<file path="src/fcs_pkg.sv">
package fcs_pkg;
  // Bus timing, the controller runs on a 100 ns clock
  localparam int CLK_NS       = 100;
  localparam int T_ACC_NS     = 70;
  localparam int T_WP_NS      = 35;
  localparam int T_PWRUP_NS   = 1000;
  localparam int SYNC_STAGES  = 2;
  localparam int ACC_CYC      = (T_ACC_NS + CLK_NS - 1) / CLK_NS;
  localparam int WP_CYC       = (T_WP_NS + CLK_NS - 1) / CLK_NS;
  localparam int PWRUP_CYC    = (T_PWRUP_NS + CLK_NS - 1) / CLK_NS;
  localparam int RD_CYC       = ACC_CYC + SYNC_STAGES;
  localparam logic [3:0] CNT_ZERO = 4'h0;
  // Status bit that flags an exceeded embedded-operation time
  localparam int TIMEOUT_BIT  = 5;
  // Protection query offsets within a sector
  localparam logic [7:0] PROT_OFS_WORD = 8'h02;
  localparam logic [7:0] PROT_OFS_BYTE = 8'h04;

  typedef enum logic [2:0] {
    FCS_OP_READ,
    FCS_OP_WRITE,
    FCS_OP_RESET,
    FCS_OP_AUTOSEL,
    FCS_OP_PROT,
    FCS_OP_POLL
  } fcs_op_e;

  typedef enum {
    FCS_PWRUP,
    FCS_IDLE,
    FCS_WSETUP,
    FCS_WLOW,
    FCS_WHOLD,
    FCS_RSETUP,
    FCS_RWAIT
  } fcs_state_e;
endpackage

</file>
<file path="src/fcs_host.sv">
`timescale 1ns/1ns
// Summary of operation
// (RULE1) Write needs chip and write low, output high
// (RULE2) Keep write strobe high through power-up
// (RULE3) Device reads array after power-up, no command
// (RULE4) Bad or misordered writes drop device to array
// (RULE5) Address before strobe falls, data held past rise
// (RULE6) Array reads need no command after power-up
// (RULE7) Suspended-sector reads give status, others array
// (RULE8) Reset command works at any address
// (RULE9) Reset aborts erase setup, ignored once erasing
// (RULE10) Reset aborts program setup, ignored once programming
// (RULE11) Reset aborts autoselect entry, exits autoselect mode
// (RULE12) Timeout flag seen: host writes reset command
// (RULE13) Autoselect: two unlocks then command, reads free
// (RULE14) Autoselect offsets zero, one give identity codes
// (RULE15) Sector plus 02h or 04h gives protection
// (RULE16) Supply lockout: no writes accepted
// (RULE17) Query words 40h-42h spell extended table tag
// (RULE18) Query 43h, 44h give version characters
// (RULE19) Query 45h reads zero: unlock required
// (RULE20) Query 46h reads two: suspend reads, programs
// (RULE21) Query 47h-49h give protection details
// (RULE22) Query 4Ah-4Ch read zero: features absent
// (RULE23) Unlock addresses and command codes are parameters
module fcs_host #(
  parameter int              AW           = 20,
  parameter int              DW           = 16,
  parameter logic [AW-1:0]   UNLOCK1_ADDR = 20'h00555,
  parameter logic [AW-1:0]   UNLOCK2_ADDR = 20'h002aa,
  parameter logic [7:0]      UNLOCK1_DATA = 8'haa,
  parameter logic [7:0]      UNLOCK2_DATA = 8'h55,
  parameter logic [7:0]      CMD_AUTOSEL  = 8'h90,
  parameter logic [7:0]      CMD_RESET    = 8'hf0
) (
  // Clock and reset
  input  wire logic          mclk,
  input  wire logic          arst_n,
  // User command port
  input  wire logic          cmd_valid,
  input  wire logic [2:0]    cmd_op,
  input  wire logic [AW-1:0] cmd_addr,
  input  wire logic [DW-1:0] cmd_data,
  input  wire logic          byte_mode,
  output logic               cmd_ready,
  output logic               rsp_valid,
  output logic [DW-1:0]      rsp_data,
  output logic               rsp_timeout,
  // Flash pins
  output logic [AW-1:0]      flash_addr,
  output logic [DW-1:0]      flash_dq_out,
  output logic               flash_dq_oe_n,
  input  wire logic [DW-1:0] flash_dq_in,
  output logic               flash_ce_n,
  output logic               flash_we_n,
  output logic               flash_oe_n,
  input  wire logic          supply_low
);
  localparam int         RD_CYC_CHK = fcs_pkg::RD_CYC;
  localparam logic [3:0] CNT_ZERO_L = fcs_pkg::CNT_ZERO;

  initial begin
    if (AW < 9 || DW < 8 || RD_CYC_CHK > 15) $error("fcs_host: unsupported parameters");
  end

  // Pin inputs pass two flops before use
  logic [DW-1:0] dq_m, dq_s;
  logic          low_m, low_s;
  always_ff @(posedge mclk or negedge arst_n) begin
    if (!arst_n) begin
      dq_m  <= '0;
      dq_s  <= '0;
      low_m <= 1'b1;
      low_s <= 1'b1;
    end else begin
      dq_m  <= flash_dq_in;
      dq_s  <= dq_m;
      low_m <= supply_low;
      low_s <= low_m;
    end
  end

  fcs_pkg::fcs_state_e state, next_state;
  fcs_pkg::fcs_op_e    op, next_op;
  logic [1:0]          step, next_step;
  logic [3:0]          cnt, next_cnt;
  logic [AW-1:0]       addr, next_addr;
  logic [DW-1:0]       data, next_data;
  logic                next_cmd_ready, next_rsp_valid, next_rsp_timeout;
  logic [DW-1:0]       next_rsp_data;
  logic [AW-1:0]       next_flash_addr;
  logic [DW-1:0]       next_flash_dq_out;
  logic                next_flash_dq_oe_n, next_flash_ce_n;
  logic                next_flash_we_n, next_flash_oe_n;
  logic [AW-1:0]       cyc_addr;
  logic [DW-1:0]       cyc_data;
  logic [1:0]          last_step;
  logic                is_write;

  // Bus cycle contents for each step of a sequence
  always_comb begin
    cyc_addr  = addr;
    cyc_data  = data;
    last_step = 2'h0;
    unique case (op)
      fcs_pkg::FCS_OP_AUTOSEL: begin
        last_step = 2'h2; // RULE13
        unique case (step)
          2'h0: begin
            cyc_addr = UNLOCK1_ADDR; // RULE23
            cyc_data = DW'(UNLOCK1_DATA);
          end
          2'h1: begin
            cyc_addr = UNLOCK2_ADDR;
            cyc_data = DW'(UNLOCK2_DATA);
          end
          default: begin
            cyc_addr = UNLOCK1_ADDR;
            cyc_data = DW'(CMD_AUTOSEL);
          end
        endcase
      end
      // Address left as given; the device ignores it
      fcs_pkg::FCS_OP_RESET: cyc_data = DW'(CMD_RESET); // RULE8 RULE11
      default: ;
    endcase
  end

  always_comb begin
    is_write = (cmd_op == fcs_pkg::FCS_OP_WRITE) || (cmd_op == fcs_pkg::FCS_OP_RESET) ||
               (cmd_op == fcs_pkg::FCS_OP_AUTOSEL);
    next_state         = state;
    next_op            = op;
    next_step          = step;
    next_cnt           = cnt;
    next_addr          = addr;
    next_data          = data;
    next_cmd_ready     = 1'b0;
    next_rsp_valid     = 1'b0;
    next_rsp_data      = rsp_data;
    next_rsp_timeout   = rsp_timeout;
    next_flash_addr    = flash_addr;
    next_flash_dq_out  = flash_dq_out;
    next_flash_dq_oe_n = 1'b1;
    next_flash_ce_n    = 1'b1;
    next_flash_we_n    = 1'b1;
    next_flash_oe_n    = 1'b1;
    unique case (state)
      // Strobes idle high until supply settles
      fcs_pkg::FCS_PWRUP: begin
        next_cnt = cnt + 4'h1; // RULE2
        if (cnt == 4'(fcs_pkg::PWRUP_CYC - 1)) begin
          next_state     = fcs_pkg::FCS_IDLE;
          next_cmd_ready = !low_s;
        end
      end
      fcs_pkg::FCS_IDLE: begin
        next_cmd_ready = !low_s;
        if (cmd_valid && cmd_ready && !(is_write && low_s)) begin // RULE16
          next_cmd_ready   = 1'b0;
          next_op          = fcs_pkg::fcs_op_e'(cmd_op);
          next_addr        = cmd_addr;
          next_data        = cmd_data;
          next_step        = 2'h0;
          next_rsp_timeout = 1'b0;
          if (cmd_op == fcs_pkg::FCS_OP_PROT) begin
            next_addr[7:0] = byte_mode ? fcs_pkg::PROT_OFS_BYTE
                                       : fcs_pkg::PROT_OFS_WORD; // RULE15
          end
          next_state = is_write ? fcs_pkg::FCS_WSETUP : fcs_pkg::FCS_RSETUP;
        end
      end
      // Address settles before the write strobe falls
      fcs_pkg::FCS_WSETUP: begin
        next_flash_addr    = cyc_addr; // RULE5
        next_flash_dq_out  = cyc_data;
        next_flash_dq_oe_n = 1'b0;
        next_flash_ce_n    = 1'b0;
        next_cnt           = CNT_ZERO_L;
        // Lockout stalls the sequence with write strobe high, chip enable low
        if (!low_s) next_state = fcs_pkg::FCS_WLOW; // RULE16
      end
      fcs_pkg::FCS_WLOW: begin
        next_flash_dq_oe_n = 1'b0;
        next_flash_ce_n    = 1'b0;
        next_flash_we_n    = 1'b0; // RULE1
        next_cnt           = cnt + 4'h1;
        // Strobe stays low for the whole pulse; it rises in the hold state
        if (cnt == 4'(fcs_pkg::WP_CYC - 1)) begin
          next_state = fcs_pkg::FCS_WHOLD;
        end
      end
      // Data held one cycle past the write strobe rise
      fcs_pkg::FCS_WHOLD: begin
        // Chip enable and data stay on so the write strobe rise latches
        next_flash_dq_oe_n = 1'b0;
        next_flash_ce_n    = 1'b0; // RULE1
        if (step != last_step) begin
          next_step  = step + 2'h1;
          next_state = fcs_pkg::FCS_WSETUP;
        end else begin
          next_rsp_valid = 1'b1;
          next_state     = fcs_pkg::FCS_IDLE;
        end
      end
      fcs_pkg::FCS_RSETUP: begin
        next_flash_addr = addr;
        next_flash_ce_n = 1'b0;
        next_flash_oe_n = 1'b0;
        next_cnt        = CNT_ZERO_L;
        next_state      = fcs_pkg::FCS_RWAIT;
      end
      fcs_pkg::FCS_RWAIT: begin
        next_flash_ce_n = 1'b0;
        next_flash_oe_n = 1'b0;
        next_cnt        = cnt + 4'h1;
        if (cnt == 4'(fcs_pkg::RD_CYC - 1)) begin
          next_flash_ce_n = 1'b1;
          next_flash_oe_n = 1'b1;
          next_rsp_data   = dq_s;
          if (op == fcs_pkg::FCS_OP_POLL && dq_s[fcs_pkg::TIMEOUT_BIT]) begin
            // Timed-out operation: a reset is the only way back
            next_rsp_timeout = 1'b1; // RULE12
            next_op          = fcs_pkg::FCS_OP_RESET;
            next_step        = 2'h0;
            next_state       = fcs_pkg::FCS_WSETUP;
          end else begin
            next_rsp_valid = 1'b1;
            next_state     = fcs_pkg::FCS_IDLE;
          end
        end
      end
    endcase
  end
  always_ff @(posedge mclk or negedge arst_n) begin
    if (!arst_n) begin
      state         <= fcs_pkg::FCS_PWRUP;
      op            <= fcs_pkg::FCS_OP_READ;
      step          <= 2'h0;
      cnt           <= 4'h0;
      addr          <= '0;
      data          <= '0;
      cmd_ready     <= 1'b0;
      rsp_valid     <= 1'b0;
      rsp_data      <= '0;
      rsp_timeout   <= 1'b0;
      flash_addr    <= '0;
      flash_dq_out  <= '0;
      flash_dq_oe_n <= 1'b1;
      flash_ce_n    <= 1'b1;
      flash_we_n    <= 1'b1;
      flash_oe_n    <= 1'b1;
    end else begin
      state         <= next_state;
      op            <= next_op;
      step          <= next_step;
      cnt           <= next_cnt;
      addr          <= next_addr;
      data          <= next_data;
      cmd_ready     <= next_cmd_ready;
      rsp_valid     <= next_rsp_valid;
      rsp_data      <= next_rsp_data;
      rsp_timeout   <= next_rsp_timeout;
      flash_addr    <= next_flash_addr;
      flash_dq_out  <= next_flash_dq_out;
      flash_dq_oe_n <= next_flash_dq_oe_n;
      flash_ce_n    <= next_flash_ce_n;
      flash_we_n    <= next_flash_we_n;
      flash_oe_n    <= next_flash_oe_n;
    end
  end

  chk_write_strobe_qual: assert property (@(posedge mclk) disable iff (!arst_n)
    !flash_we_n |-> !flash_ce_n && flash_oe_n && !flash_dq_oe_n) // RULE1
    else $error("write strobe low without qualifying strobes");
  chk_read_no_drive: assert property (@(posedge mclk) disable iff (!arst_n)
    !flash_oe_n |-> flash_dq_oe_n && flash_we_n) // RULE1
    else $error("data driven during a read");
  chk_pwrup_we_high: assert property (@(posedge mclk) disable iff (!arst_n)
    state == fcs_pkg::FCS_PWRUP |-> flash_we_n && flash_ce_n) // RULE2
    else $error("strobe active during power-up wait");
  chk_lockout_no_write: assert property (@(posedge mclk) disable iff (!arst_n)
    $fell(flash_we_n) |-> !$past(low_s, 2)) // RULE16
    else $error("write started under supply lockout");
  chk_addr_stable_we: assert property (@(posedge mclk) disable iff (!arst_n)
    !flash_we_n |-> $stable(flash_addr) && $stable(flash_dq_out)) // RULE5
    else $error("address or data moved while write strobe low");
  chk_data_past_rise: assert property (@(posedge mclk) disable iff (!arst_n)
    $rose(flash_we_n) |-> !flash_ce_n && $stable(flash_dq_out) && !flash_dq_oe_n) // RULE5
    else $error("data not held at write strobe rise");
  chk_reset_code: assert property (@(posedge mclk) disable iff (!arst_n)
    !flash_we_n && op == fcs_pkg::FCS_OP_RESET |-> flash_dq_out == DW'(CMD_RESET)) // RULE8
    else $error("reset command carries wrong code");
  chk_timeout_reset: assert property (@(posedge mclk) disable iff (!arst_n)
    $rose(rsp_timeout) |-> ##[1:4] (!flash_we_n && flash_dq_out == DW'(CMD_RESET))) // RULE12
    else $error("no reset written after timeout flag");
  chk_autosel_third: assert property (@(posedge mclk) disable iff (!arst_n)
    !flash_we_n && op == fcs_pkg::FCS_OP_AUTOSEL && step == 2'h2
    |-> flash_addr == UNLOCK1_ADDR && flash_dq_out == DW'(CMD_AUTOSEL)) // RULE13
    else $error("autoselect command cycle wrong");
  chk_prot_offset: assert property (@(posedge mclk) disable iff (!arst_n)
    !flash_oe_n && op == fcs_pkg::FCS_OP_PROT
    |-> flash_addr[7:0] == fcs_pkg::PROT_OFS_WORD || flash_addr[7:0] == fcs_pkg::PROT_OFS_BYTE) // RULE15
    else $error("protection query offset wrong");

  cov_autosel: cover property (@(posedge mclk) disable iff (!arst_n)
    op == fcs_pkg::FCS_OP_AUTOSEL && rsp_valid);
  cov_read: cover property (@(posedge mclk) disable iff (!arst_n)
    op == fcs_pkg::FCS_OP_READ && rsp_valid);
  cov_timeout: cover property (@(posedge mclk) disable iff (!arst_n)
    rsp_timeout && rsp_valid);
  cov_lock_stall: cover property (@(posedge mclk) disable iff (!arst_n)
    state == fcs_pkg::FCS_WSETUP && low_s);
endmodule

</file>
<file path="config.mk">
export PLATFORM = sky130hd
export DESIGN_NAME = fcs_host
export DESIGN_NICKNAME = d
export VERILOG_FILES = /design/src/fcs_pkg.sv /design/src/fcs_host.sv
export SDC_FILE = /design/constraint.sdc
export NUM_CORES = 1
export LEC_CHECK = 0
export BUFFER_PORTS_ARGS = -buffer_cell sky130_fd_sc_hd__buf_4
export CAP_MARGIN = 20
export CORE_MARGIN = 1
export CORE_UTILIZATION = 54
export CTS_CLUSTER_SIZE = 16
export DETAILED_ROUTE_END_ITERATION = 10
export HOLD_SLACK_MARGIN = 0.05
export PLACE_DENSITY_LB_ADDON = 0.05
export SYNTH_ARGS = -nofsm -noshare
export SYNTH_HDL_FRONTEND = slang
export SYNTH_SLANG_ARGS = --single-unit
</file>
<file path="constraint.sdc">
create_clock -name mclk -period 2.43 [get_ports mclk]
set_clock_uncertainty 0.05 [all_clocks]
set_input_delay 0.1215 -clock mclk [delete_from_list [all_inputs] [get_ports mclk]]
set_output_delay 0.1215 -clock mclk [all_outputs]
set_load 0.005 [all_outputs]
</file>
==> impl_results.md <==
- Share of layout cells above drive strength 1: about 28%
- WP data arrival: between 2 and 2.5 ns
- CTS buffer count: 17
- Met1 GRT Util: approximately 32%
- VDD IR max: roughly 650 uV
- Synth-to-Final Area Change: 39.46%
- CTS tree: built
- Slew @ Worst Pin: about 0.64 ns
- # DRC: 0
- Setup crit end kind: register
- ANT nets after route: 0
- Placed insts: 743
- Hold buffers post-CTS: 60
- Async S/R FF share, synth: 100.0%
- #FFs+latches synth: 141
- Non-Filler Instances: between 800 and 900
- Setup violators final: 0
- Critical path peak fanout: 17
- Post-Syn Area: 5607 sq um
- Global-route wire length before repair: about 21 mm
- Via density: between 5 and 6
- Yosys warns: 0
- Final Hold Fails: 0
- Core Area: about 10000 sq um
- Worst endpoint required time: 2.77 ns
- Total wire length: about 12 mm
- Worst hold margin: a little over 0.07 ns
- Drt first pass iters: 4
- Setup bufs post-CTS: 0
- Total grt overflow: 0
- Seq/Total Area, Yosys: a little over three fifths
- Cts repair resizes: 0
- Syn_area_per_cell: ~11 sq um
- Via count: between 4000 and 5000
- Ant. Diodes: 0
- RePlAce Congestion: 0.8121
- Port Buffers: approximately 120
- Power per cell area: 1147 nW/um^2
- Syn_nets: 573
- Htree depth: 4
- Most frequent cells in the layout: nand2_1, dfrtp_1, buf_4
- Starting Density: a little under three fifths
- Worst slew margin: a little under three fifths
- RSZ-0062 raised after global routing: no
- Die Y: slightly above 100 um
- Fin crit share: between 80% and 90%
- Sink Count: 141
- IO Count: 119
- Die Wd: between 100 and 150 um
- Commonest non-fill, non-tap cell in the layout: nand2_1
- Top Usage Layer GRT: met2
- Crit Path Class: reg2reg
- Status: finished clean
- Met2 usage: approximately 40%
- Synth cell types: between 50 and 60
- Grt met3 use: under 10%
- Max Fclk: approximately 480 MHz
- Main synth FF type: dfrtp_1
- Row Count: 36
- Leakage power: 0.003838 uW
- Worst skew pair latency: a little over 0.5 ns
- Initial antenna violation count: 0
- Path type of the worst min-delay path: in2async
- DR WL/cell: around 15 um
- # nets final: 757
- CTS Root Cell: clkbuf_8
- Critical Path Source Type: register
- # Max-Cap Violations: 0
- Detail Placement HPWL: around 8 mm
- Count of pins over their slew limit: 0
- Reg clk slew, reported paths: ~0.06 ns
- Mapped Cells: about 510
- Number of synthesized flops with an enable pin: 0
- GRT Resource Usage Total: around a quarter
- Minimum clock period: 2.097 ns
- Largest net degree at the start of global routing: 55
- Number of global-route vias before repair: 4338
- Deepest clock path buffer count: 2
- Total negative setup slack: 0 ns
- DR iter-0 viols: 170
- Total die area: around 11000 sq um
==> Yosys cell counts (2+ instances only) <==
library cell / n / area [sq um]
nand3b_1: 3 / 22.52
dfstp_2: 6 / 157.7
xnor2_1: 2 / 17.52
o31ai_1: 2 / 15.01
inv_1: 12 / 45.04
nor2_1: 14 / 52.55
buf_4: 4 / 30.03
clkbuf_1: 10 / 37.54
a21oi_1: 22 / 110.1
nor3b_1: 2 / 15.01
mux2i_1: 3 / 30.03
nand2_1: 145 / 544.3
buf_2: 8 / 40.04
ha_1: 8 / 100.1
nand3_1: 9 / 45.04
o21ai_0: 38 / 190.2
maj3_1: 4 / 40.04
mux2_2: 17 / 191.4
nor3_1: 4 / 20.02
a22oi_1: 6 / 45.04
o211ai_1: 2 / 15.01
nand2b_1: 2 / 12.51
nor2b_1: 2 / 12.51
dfrtp_1: 135 / 3378
buf_6: 4 / 45.04
o221ai_1: 3 / 26.28
a22o_1: 11 / 96.34
==> flip-flops by register name (all words and copies together), names as in the netlist, 4 cells and up <==
register,flops
flash_addr,20
dq_m,16
addr,20
dq_s,16
cnt,4
flash_dq_out,16
data,16
rsp_data,16
==> path summary, 6_finish.rpt <==
| check | from | slack [ns] | depth (start not counted) | endpoint |
|---|---|---|---|---|
| worst max-delay path | cnt[0]$_DFFE_PN0P_ | 0.33 | 6 | rsp_data[13]$_DFFE_PN0P_ |
| worst max register to register | cnt[0]$_DFFE_PN0P_ | 0.33 | 6 | rsp_data[13]$_DFFE_PN0P_ |
| worst min-delay path | arst_n | 0.07 | 2 | dq_s[9]$_DFF_PN0_ |
| max in group asynchronous | arst_n | 1.50 | 3 | addr[5]$_DFFE_PN0P_ |
| worst min register to register | dq_m[13]$_DFF_PN0_ | 0.29 | 0 | dq_s[13]$_DFF_PN0_ |
| min in group mclk | flash_dq_in[3] | 0.21 | 2 | dq_m[3]$_DFF_PN0_ |
==> cells by family (layout without fill, tap and decap cells) <==
group | count (synthesis) | count (layout) | share of synthesized area (%)
fa+ha+maj | 12 | 12 | 2.500
xor+xnor | 3 | 3 | 0.6027
flops | 141 | 141 | 63.07
buf+inv | 39 | 235 | 3.593
mux | 20 | 20 | 3.950
compound gates | 97 | 97 | 11.14
simple gates | 193 | 193 | 15.15
==> worst max-delay path, cell delays in order (launching register included) <==
cell and delay, ns:
dfrtp_1 0.44, inv_1 0.15, ha_1 0.18, or3b_4 0.41, nor2_4 0.11, buf_4 0.26
mux2_2 0.37
==> where the power goes <==
| part | internal, uW | switching, uW | total [uW] |
|---|---|---|---|
| registers | 3120 | 544 | 3670 |
| clock network | 1620 | 873 | 2490 |
| logic | 1390 | 1420 | 2810 |
| total | 6130 | 2840 | 8970 |
==> area by class of cell <==
class | instances | area (sq um)
flip-flops and latches | 141 | 3536
fillers | 643 | 2091
multi-input cells | 325 | 1877
repair buffers | 192 | 1608
clock buffers | 26 | 508.0
well taps | 133 | 166.4
clock inverters | 5 | 78.83
inverters | 12 | 45.04
==> stage by stage <==
| stage | util (%) | worst slack (ns) | area, sq um | power (uW) |
|---|---|---|---|---|
| after floorplan | - | 0.4839 | 5607 | 5270 |
| after global placement | 66.92 | 0.4123 | 6631 | 6260 |
| after detailed placement | 66.92 | 0.3434 | 6631 | 6402 |
| after CTS | 78.90 | 0.3235 | 7819 | 9019 |
| after global routing | 78.90 | 0.1820 | 7819 | 9544 |
| final | 78.90 | 0.3334 | 7819 | 8967 |
==> metal layers <==
layer | vias to the layer above | routed length, um
met4 | 0 | 114
met3 | 13 | 612
met1 | 2116 | 5379
met2 | 113 | 6264
li1 | 2075 | -
met5 | - | 0
No activity file was read; power rests on OpenSTA's default activity.
